### config.mk
export PLATFORM = sky130hd
export DESIGN_NAME = sba_top
export DESIGN_NICKNAME = d
export VERILOG_FILES = /design/src/logic/sba_pkg.sv /design/src/logic/sba_clk_if.sv /design/src/logic/sba_clkgen.sv /design/src/logic/sba_top.sv
export VERILOG_INCLUDE_DIRS = /design/src /design/src/logic
export SDC_FILE = /design/constraint.sdc
export NUM_CORES = 1
export LEC_CHECK = 0
export ABC_AREA = 0
export BUFFER_PORTS_ARGS = -buffer_cell sky130_fd_sc_hd__buf_2
export CAP_MARGIN = 20
export CORE_MARGIN = 2
export CORE_UTILIZATION = 45
export CTS_CLUSTER_SIZE = 10
export DETAILED_ROUTE_END_ITERATION = 16
export GPL_TIMING_DRIVEN = 0
export PLACE_DENSITY = 0.76
export SLEW_MARGIN = 40
export SYNTH_ARGS = -nofsm -noshare
export SYNTH_HDL_FRONTEND = slang
export SYNTH_SLANG_ARGS = --single-unit
### constraint.sdc
create_clock -name clk -period 1.87 [get_ports clk]
set_input_delay 0.187 -clock clk [delete_from_list [all_inputs] [get_ports clk]]
set_output_delay 0.187 -clock clk [all_outputs]
set_load 0.005 [all_outputs]
### src/logic/sba_defs.svh
// Constants for the bus arbitration and reset block.
// Operation
// Crystal input divided by twelve gives the interval timer clock.
// DMA clock comes from the crystal or a selected division of the processor clock.
// Processor reset output is synchronous to the processor clock, to CPU only.
// Board-wide reset has processor reset timing but only after supply_ok was low.
// Bus-release request to the CPU is synchronous to the processor clock.
// CPU drives bus-release acknowledge synchronously; it is read without synchroniser.
// Local requests arbitrate against each other, the DMA controllers and the CPU.
// A local master gets the bus when its grant goes low.
// Two more request and grant pairs serve up to three local masters.
// With preemption enabled an unmasked DMA request removes the local master.
// DMA-owner output is low while DMA or an ISA master owns the bus.
// During reset the DMA-owner pin is an input selecting the upper ISA address.
// Copyback window forces the bus-release request low for four clocks.
// Copyback during a DMA cycle floats address lines A8:9 and A17:23.
// An ISA master wins via a DMA channel first, then pulls its master line low.
// A low ISA master line drives AEN low.
// The block drives the refresh line low during its own refresh cycles.
// An owning ISA master drives refresh itself; the pin is then an input.
// AEN is high for DMA and refresh cycles, low at all other times.
// The DMA-owner strap is latched at board reset release and held.
`ifndef SBA_DEFS_SVH
`define SBA_DEFS_SVH
`define SBA_TIMER_DIV       4'hc
`define SBA_COPYBACK_CLKS   3'h4
`define SBA_RESET_HOLD_CLKS 8'h10
`define SBA_LOCAL_MASTERS   3
`endif

### src/logic/sba_pkg.sv
// Types for the bus arbitration and reset block.
package sba_pkg;
  typedef enum logic [2:0] {
    SBA_IDLE,
    SBA_HOLD_WAIT,
    SBA_OWN_LOCAL,
    SBA_OWN_DMA,
    SBA_OWN_REFRESH,
    SBA_RELEASE
  } sba_state_t;
endpackage : sba_pkg

### src/logic/sba_clk_if.sv
// Carrier between the arbiter top and its clock divider.
`timescale 1ns/1ps
interface sba_clk_if;
  logic       crystal_s;
  logic       dma_src_crystal;
  logic [1:0] dma_div_sel;
  logic       timer_tick;
  logic       dma_tick;
  modport gen (input crystal_s, input dma_src_crystal, input dma_div_sel,
               output timer_tick, output dma_tick);
  modport use_side (output crystal_s, output dma_src_crystal, output dma_div_sel,
                    input timer_tick, input dma_tick);
endinterface : sba_clk_if

### src/logic/sba_clkgen.sv
// Timer and DMA clock enables derived from the crystal and the processor clock.
`timescale 1ns/1ps
`include "sba_defs.svh"
module sba_clkgen (
  input wire logic clk,
  input wire logic rst_n,
  sba_clk_if.gen   ck
);
  logic       crystal_d_reg;
  logic       crystal_rise;
  logic [3:0] xtal_cnt_reg;
  logic [3:0] sclk_cnt_reg;
  logic [3:0] div_mask;
  logic       timer_tick_reg;
  logic       dma_tick_reg;

  assign crystal_rise = ck.crystal_s & ~crystal_d_reg;
  // Power-of-two divisions keep the select a plain mask: 2, 4, 8 or 16
  assign div_mask     = 4'((5'h02 << ck.dma_div_sel) - 5'h01);

  always_ff @(posedge clk) begin
    if (!rst_n) begin
      crystal_d_reg <= 1'b0;
    end else begin
      crystal_d_reg <= ck.crystal_s;
    end
  end

  always_ff @(posedge clk) begin
    if (!rst_n) begin
      xtal_cnt_reg   <= 4'h0;
      timer_tick_reg <= 1'b0;
    end else begin
      timer_tick_reg <= 1'b0;
      if (crystal_rise) begin
        if (xtal_cnt_reg == `SBA_TIMER_DIV - 4'h1) begin
          xtal_cnt_reg   <= 4'h0;
          timer_tick_reg <= 1'b1;
        end else begin
          xtal_cnt_reg <= xtal_cnt_reg + 4'h1;
        end
      end
    end
  end

  always_ff @(posedge clk) begin
    if (!rst_n) begin
      sclk_cnt_reg <= 4'h0;
      dma_tick_reg <= 1'b0;
    end else begin
      sclk_cnt_reg <= sclk_cnt_reg + 4'h1;
      if (ck.dma_src_crystal) begin
        dma_tick_reg <= crystal_rise;
      end else begin
        dma_tick_reg <= (sclk_cnt_reg & div_mask) == div_mask;
      end
    end
  end

  assign ck.timer_tick = timer_tick_reg;
  assign ck.dma_tick   = dma_tick_reg;
endmodule : sba_clkgen

### src/logic/sba_top.sv
// Bus ownership arbiter and reset generator for the host bus.
`timescale 1ns/1ps
`include "sba_defs.svh"
module sba_top (
  input  wire logic       clk,
  input  wire logic       rst_n,
  input  wire logic       crystal_in,
  output logic            crystal_out,
  input  wire logic       dma_src_crystal,
  input  wire logic [1:0] dma_div_sel,
  output logic            timer_clk_en,
  output logic            dma_clk_en,
  input  wire logic       supply_ok,
  input  wire logic       cpu_reset_req,
  output logic            processor_reset_out,
  output logic            board_wide_reset_out,
  output logic            bus_release_req,
  input  wire logic       bus_release_ack,
  input  wire logic [2:0] local_master_request_n,
  output logic [2:0]      local_master_grant_n,
  input  wire logic [2:0] local_pair_enable,
  input  wire logic       preempt_enable,
  input  wire logic       dma_request,
  output logic            dma_hold_ack,
  input  wire logic       refresh_request,
  output logic            refresh_ack,
  input  wire logic       dma_owner_n_in,
  output logic            dma_owner_n_out,
  output logic            dma_owner_n_oe,
  output logic            upper_sa_select,
  input  wire logic       copyback_window_n,
  output logic            address_float,
  input  wire logic       isa_master_n,
  output logic            aen,
  input  wire logic       refresh_n_in,
  output logic            refresh_n_out,
  output logic            refresh_n_oe
);
  sba_clk_if ck ();

  logic [1:0]          crystal_sync_reg;
  logic [1:0]          supply_sync_reg;
  logic [1:0]          copyback_sync_reg;
  logic [1:0]          master_sync_reg;
  logic [1:0]          strap_sync_reg;
  logic [5:0]          local_sync_reg;
  logic [2:0]          local_req;
  logic                copyback_d_reg;
  logic [2:0]          copyback_cnt_reg;
  logic                copyback_active;
  logic [7:0]          reset_cnt_reg;
  logic                cpu_reset_reg;
  logic                sys_reset_reg;
  logic                strap_reg;
  logic                hold_reg;
  logic [2:0]          grant_reg;
  logic [1:0]          owner_idx_reg;
  sba_pkg::sba_state_t state_reg;
  logic                any_req;
  logic                owner_done;
  logic                strap_phase;
  logic                dma_owner_n_reg;
  logic                aen_reg;
  logic                refresh_oe_reg;
  logic                float_reg;

  assign ck.crystal_s       = crystal_sync_reg[1];
  assign ck.dma_src_crystal = dma_src_crystal;
  assign ck.dma_div_sel     = dma_div_sel;

  sba_clkgen u_clkgen (
    .clk   (clk),
    .rst_n (rst_n),
    .ck    (ck)
  );

  assign timer_clk_en = ck.timer_tick;
  assign dma_clk_en   = ck.dma_tick;

  // Pin inputs from outside the clock domain pass two flops
  always_ff @(posedge clk) begin
    if (!rst_n) begin
      crystal_sync_reg  <= 2'h0;
      supply_sync_reg   <= 2'h0;
      copyback_sync_reg <= 2'h3;
      master_sync_reg   <= 2'h3;
      strap_sync_reg    <= 2'h3;
      local_sync_reg    <= 6'h3f;
    end else begin
      crystal_sync_reg  <= {crystal_sync_reg[0], crystal_in};
      supply_sync_reg   <= {supply_sync_reg[0], supply_ok};
      copyback_sync_reg <= {copyback_sync_reg[0], copyback_window_n};
      master_sync_reg   <= {master_sync_reg[0], isa_master_n};
      strap_sync_reg    <= {strap_sync_reg[0], dma_owner_n_in};
      local_sync_reg    <= {local_sync_reg[2:0], local_master_request_n};
    end
  end

  always_ff @(posedge clk) begin
    if (!rst_n) begin
      crystal_out <= 1'b0;
    end else begin
      crystal_out <= crystal_sync_reg[1];
    end
  end

  // Unused pairs are masked so their floating pins cannot win
  genvar gi;
  generate
    for (gi = 0; gi < `SBA_LOCAL_MASTERS; gi++) begin : g_req
      assign local_req[gi] = ~local_sync_reg[3 + gi] & local_pair_enable[gi];
    end
  endgenerate

  // Reset generator: both resets on supply loss, processor reset alone on request
  always_ff @(posedge clk) begin
    if (!rst_n) begin
      reset_cnt_reg <= `SBA_RESET_HOLD_CLKS;
      cpu_reset_reg <= 1'b1;
      sys_reset_reg <= 1'b1;
    end else if (!supply_sync_reg[1]) begin
      reset_cnt_reg <= `SBA_RESET_HOLD_CLKS;
      cpu_reset_reg <= 1'b1;
      sys_reset_reg <= 1'b1;
    end else if (cpu_reset_req && !cpu_reset_reg) begin
      reset_cnt_reg <= `SBA_RESET_HOLD_CLKS;
      cpu_reset_reg <= 1'b1;
    end else if (reset_cnt_reg != 8'h00) begin
      reset_cnt_reg <= reset_cnt_reg - 8'h01;
    end else begin
      cpu_reset_reg <= 1'b0;
      sys_reset_reg <= 1'b0;
    end
  end

  assign processor_reset_out  = cpu_reset_reg;
  assign board_wide_reset_out = sys_reset_reg;
  assign strap_phase          = !supply_sync_reg[1] || sys_reset_reg;

  // Strap is followed while in reset and frozen from release on
  always_ff @(posedge clk) begin
    if (!rst_n) begin
      strap_reg <= 1'b1;
    end else if (strap_phase) begin
      strap_reg <= strap_sync_reg[1];
    end
  end

  assign upper_sa_select = strap_reg;

  // Copyback window: falling edge starts a four clock hold drop
  always_ff @(posedge clk) begin
    if (!rst_n) begin
      copyback_d_reg   <= 1'b1;
      copyback_cnt_reg <= 3'h0;
    end else begin
      copyback_d_reg <= copyback_sync_reg[1];
      if (copyback_d_reg && !copyback_sync_reg[1]) begin
        copyback_cnt_reg <= `SBA_COPYBACK_CLKS;
      end else if (copyback_cnt_reg != 3'h0) begin
        copyback_cnt_reg <= copyback_cnt_reg - 3'h1;
      end
    end
  end

  assign copyback_active = copyback_cnt_reg != 3'h0;
  assign any_req         = dma_request || refresh_request || (local_req != 3'h0);

  always_comb begin
    owner_done = 1'b0;
    unique case (state_reg)
      sba_pkg::SBA_OWN_LOCAL:   owner_done = !local_req[owner_idx_reg] ||
                                             (preempt_enable && dma_request);
      sba_pkg::SBA_OWN_DMA:     owner_done = !dma_request;
      sba_pkg::SBA_OWN_REFRESH: owner_done = !refresh_request;
      default:                  owner_done = 1'b0;
    endcase
  end

  // Arbitration: refresh first, then DMA, then local masters 0 to 2
  always_ff @(posedge clk) begin
    if (!rst_n || strap_phase) begin
      state_reg     <= sba_pkg::SBA_IDLE;
      hold_reg      <= 1'b0;
      grant_reg     <= 3'h0;
      owner_idx_reg <= 2'h0;
    end else begin
      unique case (state_reg)
        sba_pkg::SBA_IDLE: begin
          if (any_req) begin
            hold_reg  <= 1'b1;
            state_reg <= sba_pkg::SBA_HOLD_WAIT;
          end
        end
        sba_pkg::SBA_HOLD_WAIT: begin
          // Acknowledge is already on this clock, so it is read directly
          if (bus_release_ack) begin
            if (refresh_request) begin
              state_reg <= sba_pkg::SBA_OWN_REFRESH;
            end else if (dma_request) begin
              state_reg <= sba_pkg::SBA_OWN_DMA;
            end else if (local_req[0]) begin
              grant_reg     <= 3'h1;
              owner_idx_reg <= 2'h0;
              state_reg     <= sba_pkg::SBA_OWN_LOCAL;
            end else if (local_req[1]) begin
              grant_reg     <= 3'h2;
              owner_idx_reg <= 2'h1;
              state_reg     <= sba_pkg::SBA_OWN_LOCAL;
            end else if (local_req[2]) begin
              grant_reg     <= 3'h4;
              owner_idx_reg <= 2'h2;
              state_reg     <= sba_pkg::SBA_OWN_LOCAL;
            end else begin
              hold_reg  <= 1'b0;
              state_reg <= sba_pkg::SBA_RELEASE;
            end
          end
        end
        sba_pkg::SBA_OWN_LOCAL,
        sba_pkg::SBA_OWN_DMA,
        sba_pkg::SBA_OWN_REFRESH: begin
          if (owner_done) begin
            grant_reg <= 3'h0;
            // Keep the bus held when another party is already waiting
            state_reg <= sba_pkg::SBA_HOLD_WAIT;
          end
        end
        sba_pkg::SBA_RELEASE: begin
          if (!bus_release_ack) begin
            state_reg <= sba_pkg::SBA_IDLE;
          end
        end
      endcase
    end
  end

  assign bus_release_req      = hold_reg && !copyback_active;
  assign local_master_grant_n = ~grant_reg;
  assign dma_hold_ack         = state_reg == sba_pkg::SBA_OWN_DMA;
  assign refresh_ack          = state_reg == sba_pkg::SBA_OWN_REFRESH;

  // Pin drivers are registered so they change one clock after ownership
  always_ff @(posedge clk) begin
    if (!rst_n) begin
      dma_owner_n_reg <= 1'b1;
      aen_reg         <= 1'b0;
      refresh_oe_reg  <= 1'b0;
      float_reg       <= 1'b0;
    end else begin
      dma_owner_n_reg <= state_reg != sba_pkg::SBA_OWN_DMA;
      aen_reg         <= (state_reg == sba_pkg::SBA_OWN_DMA ||
                          state_reg == sba_pkg::SBA_OWN_REFRESH) &&
                         master_sync_reg[1];
      refresh_oe_reg  <= state_reg == sba_pkg::SBA_OWN_REFRESH &&
                         master_sync_reg[1];
      float_reg       <= copyback_active &&
                         state_reg == sba_pkg::SBA_OWN_DMA;
    end
  end

  assign dma_owner_n_out = dma_owner_n_reg;
  assign dma_owner_n_oe  = !strap_phase;
  assign aen             = aen_reg;
  // Only the low level is ever driven; the bus pull-up gives the high level
  assign refresh_n_out   = 1'b0;
  assign refresh_n_oe    = refresh_oe_reg;
  assign address_float   = float_reg;
endmodule : sba_top

Word-level counts from Yosys, hierarchy flattened --
Cells that the tools add are included.
Word-level totals: flip-flop bits (word level) 55, bits of input ports 22, output and inout port bits 18, logic and storage cells 143
Operators by class: $add $sub $neg 5, magnitude comparators 1, eq/ne operators 18, shift-type cells 1, multiplexer cells 37, bitwise operators 16, reduce and logical (&&, ||, !) cells 39
Operator list (number):
- 3-bit two-way mux | 18
- 2-bit inequality test, second input constant | 9
- 3-bit case mux with 4 select lines | 1
- 1-bit two-way mux | 10
- 1-bit NOT | 10
- 1-bit zero test | 9
- 4-bit by 1-bit adder with 4-bit output, second input constant | 2
- 8-bit AND reduction | 1
- 8-bit nonzero test | 1
- 8-bit by 1-bit subtractor with 8-bit output, second input constant | 1
- 1-bit logical AND | 7
- 3-bit by 2-bit equality test with 1-bit output, second input constant | 2
- 3-bit equality test, second input constant | 2
- 1-bit logical OR | 6
- 2-bit two-way mux | 3
- 3-bit case mux with 2 select lines | 1
- 2-bit AND reduction | 3
- 6-bit AND reduction | 1
- 2-bit nonzero test | 3
- 3-bit nonzero test | 2
- 3-bit OR reduction | 2
- 5-bit AND reduction | 1
- 1-bit AND | 4
- 4-bit AND | 1
- other kinds (17) | 17

Logic depth before layout (Yosys ltp) --
Gate-level depths: netlist of the first run.
depth after elaboration 9, mapped depth 7, gate-level depth less buffers 6

By module --
Synthesis of the first run repeated with hierarchy kept, for this count alone.
Second synthesis, totals: cell total of the unflattened synthesis 245, area total of the unflattened synthesis 2317.2 µm²
By module, submodules not included:
- sba_top | instances 1, cells each 197, area each 1870.5 µm², seq. area each 900.9 µm²
- sba_clkgen | instances 1, cells each 48, area each 446.7 µm², seq. area each 220.2 µm²

Worst setup path after synthesis of the first run --
Ideal clock, no wire load.
path kind flip-flop to flip-flop, start register owner_idx_reg[0], end register grant_reg[0], library setup time 0.071 ns, data arrival time 1.384 ns, required time 1.799 ns, setup slack 0.415 ns, stages on the path, launching flop included 6, buffers on the path 0, clock period less this slack 1.455 ns, cells stage by stage dfxtp_1 > or3b_1 > a32o_1 > a221oi_4 > o21ai_1 > a21oi_1
Between the ends: word-level cells in the longest chain between the ends 7
Ends and longest elaborated chain:
- from (decl) | line sba_top.sv:57 | logic [1:0] owner_idx_reg;
- from (signal assigned) | line sba_top.sv:186 | owner_idx_reg <= 2'h0;
- from (signal assigned) | line sba_top.sv:204 | owner_idx_reg <= 2'h0;
- from (signal assigned) | line sba_top.sv:208 | owner_idx_reg <= 2'h1;
- 1-bit binary-select mux with 2-bit select | line sba_top.sv:172 | sba_pkg::SBA_OWN_LOCAL: owner_done = !local_req[owner_idx_reg] ||
- 1-bit two-way mux (implied by the code) | line sba_top.sv:172
- 1-bit zero test | line sba_top.sv:172
- 1-bit logical OR | line sba_top.sv:172
- 1-bit case mux with 3 select lines | line sba_top.sv:171 | unique case (state_reg)
- 2-bit inequality test (no line)
- 6-bit AND reduction (no line)
- to (signal assigned) | line sba_top.sv:185 | grant_reg <= 3'h0;
- to (signal assigned) | line sba_top.sv:203 | grant_reg <= 3'h1;
- to (signal assigned) | line sba_top.sv:207 | grant_reg <= 3'h2;
- to (decl) | line sba_top.sv:56 | logic [2:0] grant_reg;
No other way between the ends. The select of a mux whose other input is x is not followed. A chain may end at the register's enable or synchronous reset.

Final worst setup path of the first run --
start register state_reg[1], end register grant_reg[0]
Between the ends: word-level cells in the longest chain between the ends 4, elaborated cells between the ends (all ways) 14, those cells by class eq/ne: 9; mux: 2; reduce/logical: 3
Ends and longest elaborated chain:
- from (decl) | line sba_top.sv:58 | sba_pkg::sba_state_t state_reg;
- from (signal assigned) | line sba_top.sv:183 | state_reg <= sba_pkg::SBA_IDLE;
- from (signal assigned) | line sba_top.sv:192 | state_reg <= sba_pkg::SBA_HOLD_WAIT;
- from (signal assigned) | line sba_top.sv:199 | state_reg <= sba_pkg::SBA_OWN_REFRESH;
- 3-bit equality test / 3-bit by 2-bit equality test with 1-bit output (equally long branches) | line sba_top.sv:171, sba_top.sv:188
- 1-bit case mux with 3 select lines / 3-bit OR reduction (equally long branches) | line sba_top.sv:171, sba_top.sv:188
- 2-bit inequality test (no line) / 2-bit nonzero test (equally long branches)
- 6-bit AND reduction (no line)
Parallel ways exist; a longest one is shown, timed or not.

==> results of run 1 <==
-- power by group --
| group | switching, W | internal, W |
|---|---|---|
| Clock | 0.000384 | 0.000441 |
| Combinational | 0.000130 | 0.000112 |
| Sequential | 0.0000250 | 0.00122 |
-- worst max-delay path: stages (launching register included) --
cell and delay (ps):
dfxtp_1 320, buf_6 130, nor3b_4 320, nand2_1 160
a221oi_4 420, o21ai_1 130, a21oi_1 150
-- path summary, 6_finish.rpt --
kind / to / cells after the start
setup / recovery: grant_reg[0] / 6
hold / removal: strap_sync_reg[0] / 2
setup reg to reg: grant_reg[0] / 6
hold reg to reg: local_sync_reg[4] / 1
-- kinds of logic after synthesis --
logic type	after synthesis
buffers and inverters	23
DFF	55
adders and majority gates	6
other	1
xor gates and xnor gates	10
AOI/OAI and AO/OA	43
muxes	2
and+or+nand+nor	106
-- cell usage after synthesis, types with 3 or more instances --
| master | instances | area share (%) |
|---|---|---|
| dfxtp_1 | 55 | 48 |
| nand2b_1 | 22 | 6.0 |
| nor2_1 | 21 | 3.4 |
| inv_1 | 13 | 2.1 |
| nand2_1 | 13 | 2.1 |
| a21oi_1 | 12 | 2.6 |
| and2_1 | 11 | 3.0 |
| nor2b_1 | 10 | 2.7 |
| nand3_1 | 8 | 1.7 |
| clkbuf_1 | 6 | 0.98 |
| ha_1 | 6 | 3.3 |
| xnor2_1 | 6 | 2.3 |
| nor3_1 | 5 | 1.1 |
| o21ai_0 | 5 | 1.1 |
| xor2_1 | 4 | 1.5 |
| a211oi_1 | 3 | 0.98 |
| nand4_1 | 3 | 0.81 |
| o21a_1 | 3 | 0.98 |
| o21ai_1 | 3 | 0.65 |
-- per-layer routing --
| layer | routed length (um) | global-route usage, % | part of all wire, % |
|---|---|---|---|
| met3 | 189 | 3.571 | 4.6 |
| met2 | 1834 | 26.18 | 45 |
| met5 | 0 | 0 | 0 |
| met4 | 72 | 6.823 | 1.8 |
| met1 | 1971 | 20.33 | 48 |
-- metrics by stage --
step	instance area, sq um	setup WS (ps)	utilization (%)	cells
after floorplan	2310	415.3	-	246
after global placement	2577	223.7	51.12	352
after detailed placement	2577	150.0	51.12	352
after CTS	2699	123.1	53.52	360
after global routing	2699	56.71	53.52	360
final	2699	165.5	53.52	360
-- final cells by class --
class                      count  area [sq um]  area share, %
multi-input combinational    168          1106          40.98
buffer                        10         53.80          1.994
tap                           70         87.58          3.245
sequential                    55          1101          40.80
inverter                      13         48.80          1.808
clock inverter                 2         38.79          1.437
timing repair buffer          36         180.2          6.676
clock buffer                   6         82.58          3.060
==> results.yml, run 1 <==
setup_path:
  cp.arrival_ps: 1950
  crit_fanout: 9
  rr_startpoint: "state_reg[1]"
  path_class: "reg -> reg"
  startpoint: "state_reg[1]"
  rrSetupSlack_ps: 170
  crit_path_end_kind: "register"
  required_ps: 2110
  critPathLaunchType: "register"
placement:
  gp_congestion: 0.7780
  hpwl_mm: 3.012
  numPortBuffers: 36
cells_and_area:
  n_antenna_cell: 0
  final_common_cell: "dfxtp_1"
  layout_common_cells: "dfxtp_1, buf_2, nand2b_1"
  fillers: 479
  largest_reg_flops: 8
  syn2layout_area_growth_pct: 16.85
  drive_gt1_share_pct: 18.97
  fin_nets: 317
worst_hold_path:
  hp-class: "in -> reg"
  hp-start: "dma_owner_n_in"
floorplanning:
  io_pins: 40
  initial_core_util_pct: 45.81
  core-area_sq_mm: 0.005042
  die_area_sq_mm: 0.005721
  placement_rows: 26
  die_h_um: 75.64
  dieWidth_um: 75.64
logic_synthesis:
  synth_fa_ha_area_share_pct: 3.250
  synthFlopType: "dfxtp_1"
  synthCells: 246
  yosysSeqAreaShare_pct: 47.67
  async_reset_ff_share_pct: 0
  synth_top_family_by_area: "simple AND/OR/NAND/NOR gates"
  synth_warnings: 0
  synthMuxAreaShare_pct: 0.8667
  synth_compound_area_share_pct: 13.71
  ys_types: 47
  syn_nets: 274
  syn_area_per_cell_sq_um: 9.389
  synth_xor_area_share_pct: 3.792
  ys_ff_latch: 55
  synth_area_sq_mm: 0.002310
  synth_enable_flop_cells: 0
  synthSimpleGateAreaFrac_pct: 26.11
detailed_routing:
  drc: 0
  wl_per_cell_um: 11.30
  antenna_left: 0
  wl_mm: 4.067
  avgViaCountPerCell: 4.847
  vias: 1745
  first_pass_iters: 4
  drt-initial-drc-count: 89
timing:
  slew_viol_final: 0
  grt_setup_unrepaired: "false"
  fin_crit_sh_pct: 91.15
  fin_crit_ps: 1705
  max_freq_ghz: 0.5867
  finalHoldViolCount: 0
  setup_tns_ps: 0
  setup_viol: 0
  skew_ps: 8.064
  holdWs_ps: 54.31
cts:
  htreeDepth: 2
  hold_buffers: 0
  clkTransAtPathRegs_ps: 100
  cts_buffer_depth: 2
  cts.sinks: 55
  post_cts_resized: 0
  tritoncts: "yes"
  clkLatencyLatePin_ps: 310
  cts_buffers: 5
  post_cts.repair.setup_buffers: 0
  clockRootBuffer: "clkbuf_8"
power_and_ir_drop:
  p_leak_nw: 1.091
  powerDensity_mw_per_mm2: 856.4
  power_w: 0.002311
  vdd_drop_max_v: 0.0004635
global_routing:
  antenna_found_initial: 0
  track_usage_pct: 15.99
  overflow: 0
  grt_max_degree: 18
  grt_pass1_vias: 1645
  grt_pass1_wl_mm: 6.969
flow_run:
  cap_violations: 0
run_status:
  status: "complete, no violations"
No activity file was read; power rests on OpenSTA's default activity.
==> run 2, diff against run 1 <==
CORE_UTILIZATION = 55   (was 45)
PLACE_DENSITY = 0.89   (was 0.76)
==> run 2 against run 1 <==
First-iteration DRC count is 44% higher. Via count is 3.4% higher. Global-route usage is 4.4 points higher. Fmax is 1.8% higher. Cell count is 5.6% lower. Clock-buffer cell count stayed put. Worst setup slack better by 31 ps. Die area is 17% lower. Sequential share of layout area is 0.77 points higher. Worst hold slack better by 5.3 ps. Critical endpoint unchanged. Largest cell class unchanged. Highest routed layer unchanged.
==> results.yml, run 2 (synthesized netlist as in run 1, its figures left out) <==
run_status:
  status: "complete, no violations"
detailed_routing:
  wl_per_cell_um: 12.34
  drt-initial-drc-count: 128
  avgViaCountPerCell: 5.306
  antenna_left: 0
  vias: 1804
  wl_mm: 4.195
  first_pass_iters: 4
  drc: 0
timing:
  finalHoldViolCount: 0
  grt_setup_unrepaired: "false"
  skew_ps: 7.008
  setup_viol: 0
  setup_tns_ps: 0
  holdWs_ps: 59.66
  max_freq_ghz: 0.5975
  setup_slack_ps: 196.4
  fin_crit_sh_pct: 89.50
  fin_crit_ps: 1674
  slew_viol_final: 0
setup_path:
  required_ps: 2100
  cpPeakStageDelay_ps: 410
  cp.arrival_ps: 1910
  rr_startpoint: "state_reg[1]"
  r2r_end: "grant_reg[0]"
  crit_fanout: 9
  critPathLaunchType: "register"
  crit_path_end_kind: "register"
  critPathTopFamily: "compound AO/OA/AOI/OAI gates"
  cp_slowest_cell: "a221oi_4"
  crit_chain: "buf_6 > nor3b_4 > nand2_1 > a221oi_4 > o21ai_1 > a21oi_1"
  path_class: "reg -> reg"
  rrSetupSlack_ps: 200
  crit_buf_inv: 1
  rr_worst_depth: 6
floorplanning:
  die_h_um: 68.81
  placement_rows: 23
  initial_core_util_pct: 57.33
  core-area_sq_mm: 0.004029
  io_pins: 40
  dieWidth_um: 68.81
  die_area_sq_mm: 0.004734
cells_and_area:
  final_common_cell: "dfxtp_1"
  finalInstanceArea_sq_mm: 0.002649
  drive_gt1_share_pct: 18.97
  syn2layout_area_growth_pct: 14.68
  n_antenna_cell: 0
  layout_common_cells: "dfxtp_1, buf_2, nand2b_1"
  largest_reg_flops: 8
  fin_nets: 317
placement:
  place_area_sq_mm: 0.002552
  numPortBuffers: 36
  gp_congestion: 0.8870
  place_ws_ps: 205.2
  hpwl_mm: 3.120
cts:
  clockRootBuffer: "clkbuf_8"
  post_cts_resized: 0
  clkTransAtPathRegs_ps: 100
  hold_buffers: 0
  htreeDepth: 2
  cts.sinks: 55
  clkLatencyLatePin_ps: 300
  cts_buffers: 5
  cts_buffer_depth: 2
  tritoncts: "yes"
  post_cts.repair.setup_buffers: 0
worst_hold_path:
  holdPathStages: 2
  hold_end: "strap_sync_reg[0]"
  hp-class: "in -> reg"
  hp-start: "dma_owner_n_in"
power_and_ir_drop:
  vdd_drop_max_v: 0.0006790
  powerDensity_mw_per_mm2: 819.4
  p_leak_nw: 1.080
flow_run:
  cap_violations: 0
global_routing:
  met2_usage_pct: 34.62
  grt_max_degree: 18
  met3_usage_pct: 4.058
  use_met1_pct: 25.21
  track_usage_pct: 20.39
  antenna_found_initial: 0
  overflow: 0
  grt_pass1_wl_mm: 7.148
  grt_pass1_vias: 1680
  busiest_layer: "met2"
run 2: cell count changes in the layout (fill, tap and decap cells not counted):
cell	before	now
bufinv_16	1	0
clkinv_2	0	1
run 2: per-layer routing:
metal  vias up  routed length [um]
li1        916                   -
met1       843                1847
met2        37                2115
met3         8                 178
met4         0                  54
met5         -                   0
run 2: final cells by class:
cell class	instances	area [sq um]
multi-input cells	168	1106
repair buffers	36	180.2
well taps	50	62.56
fillers	342	1380
clock buffers	6	82.58
clock inverters	2	13.76
plain buffers	10	53.80
inverters	13	48.80
flip-flops and latches	55	1101
run 2: through the flow:
step           util (%)  instances  power [W]
4_1_cts           65.75        340   0.002188
3_3_place_gp      63.35        332   0.001501
5_1_grt           65.75        340   0.002281
6_report          65.75        340   0.002170
2_1_floorplan         -        246   0.001447
3_5_place_dp      63.35        332   0.001520
run 2: where the power goes:
group / internal [W] / total [W] / switching, W
clock network: 0.000303 / 0.000678 / 0.000375
logic: 0.000114 / 0.000245 / 0.000132
registers: 0.00122 / 0.00125 / 0.0000272
total: 0.00164 / 0.00217 / 0.000534
run 2: how the worst max path moves through the flow:
stage | slack (ps) | startpoint | cells past startpoint | end
global route | 40 | supply_sync_reg[1] | 5 | state_reg[2]
floorplan | 420 | owner_idx_reg[0] | 5 | grant_reg[0]
CTS | 180 | copyback_cnt_reg[0] | 5 | bus_release_req
finish | 200 | state_reg[1] | 6 | grant_reg[0]
detailed placement | 210 | state_reg[1] | 6 | grant_reg[0]
global placement | 230 | state_reg[1] | 6 | grant_reg[1]
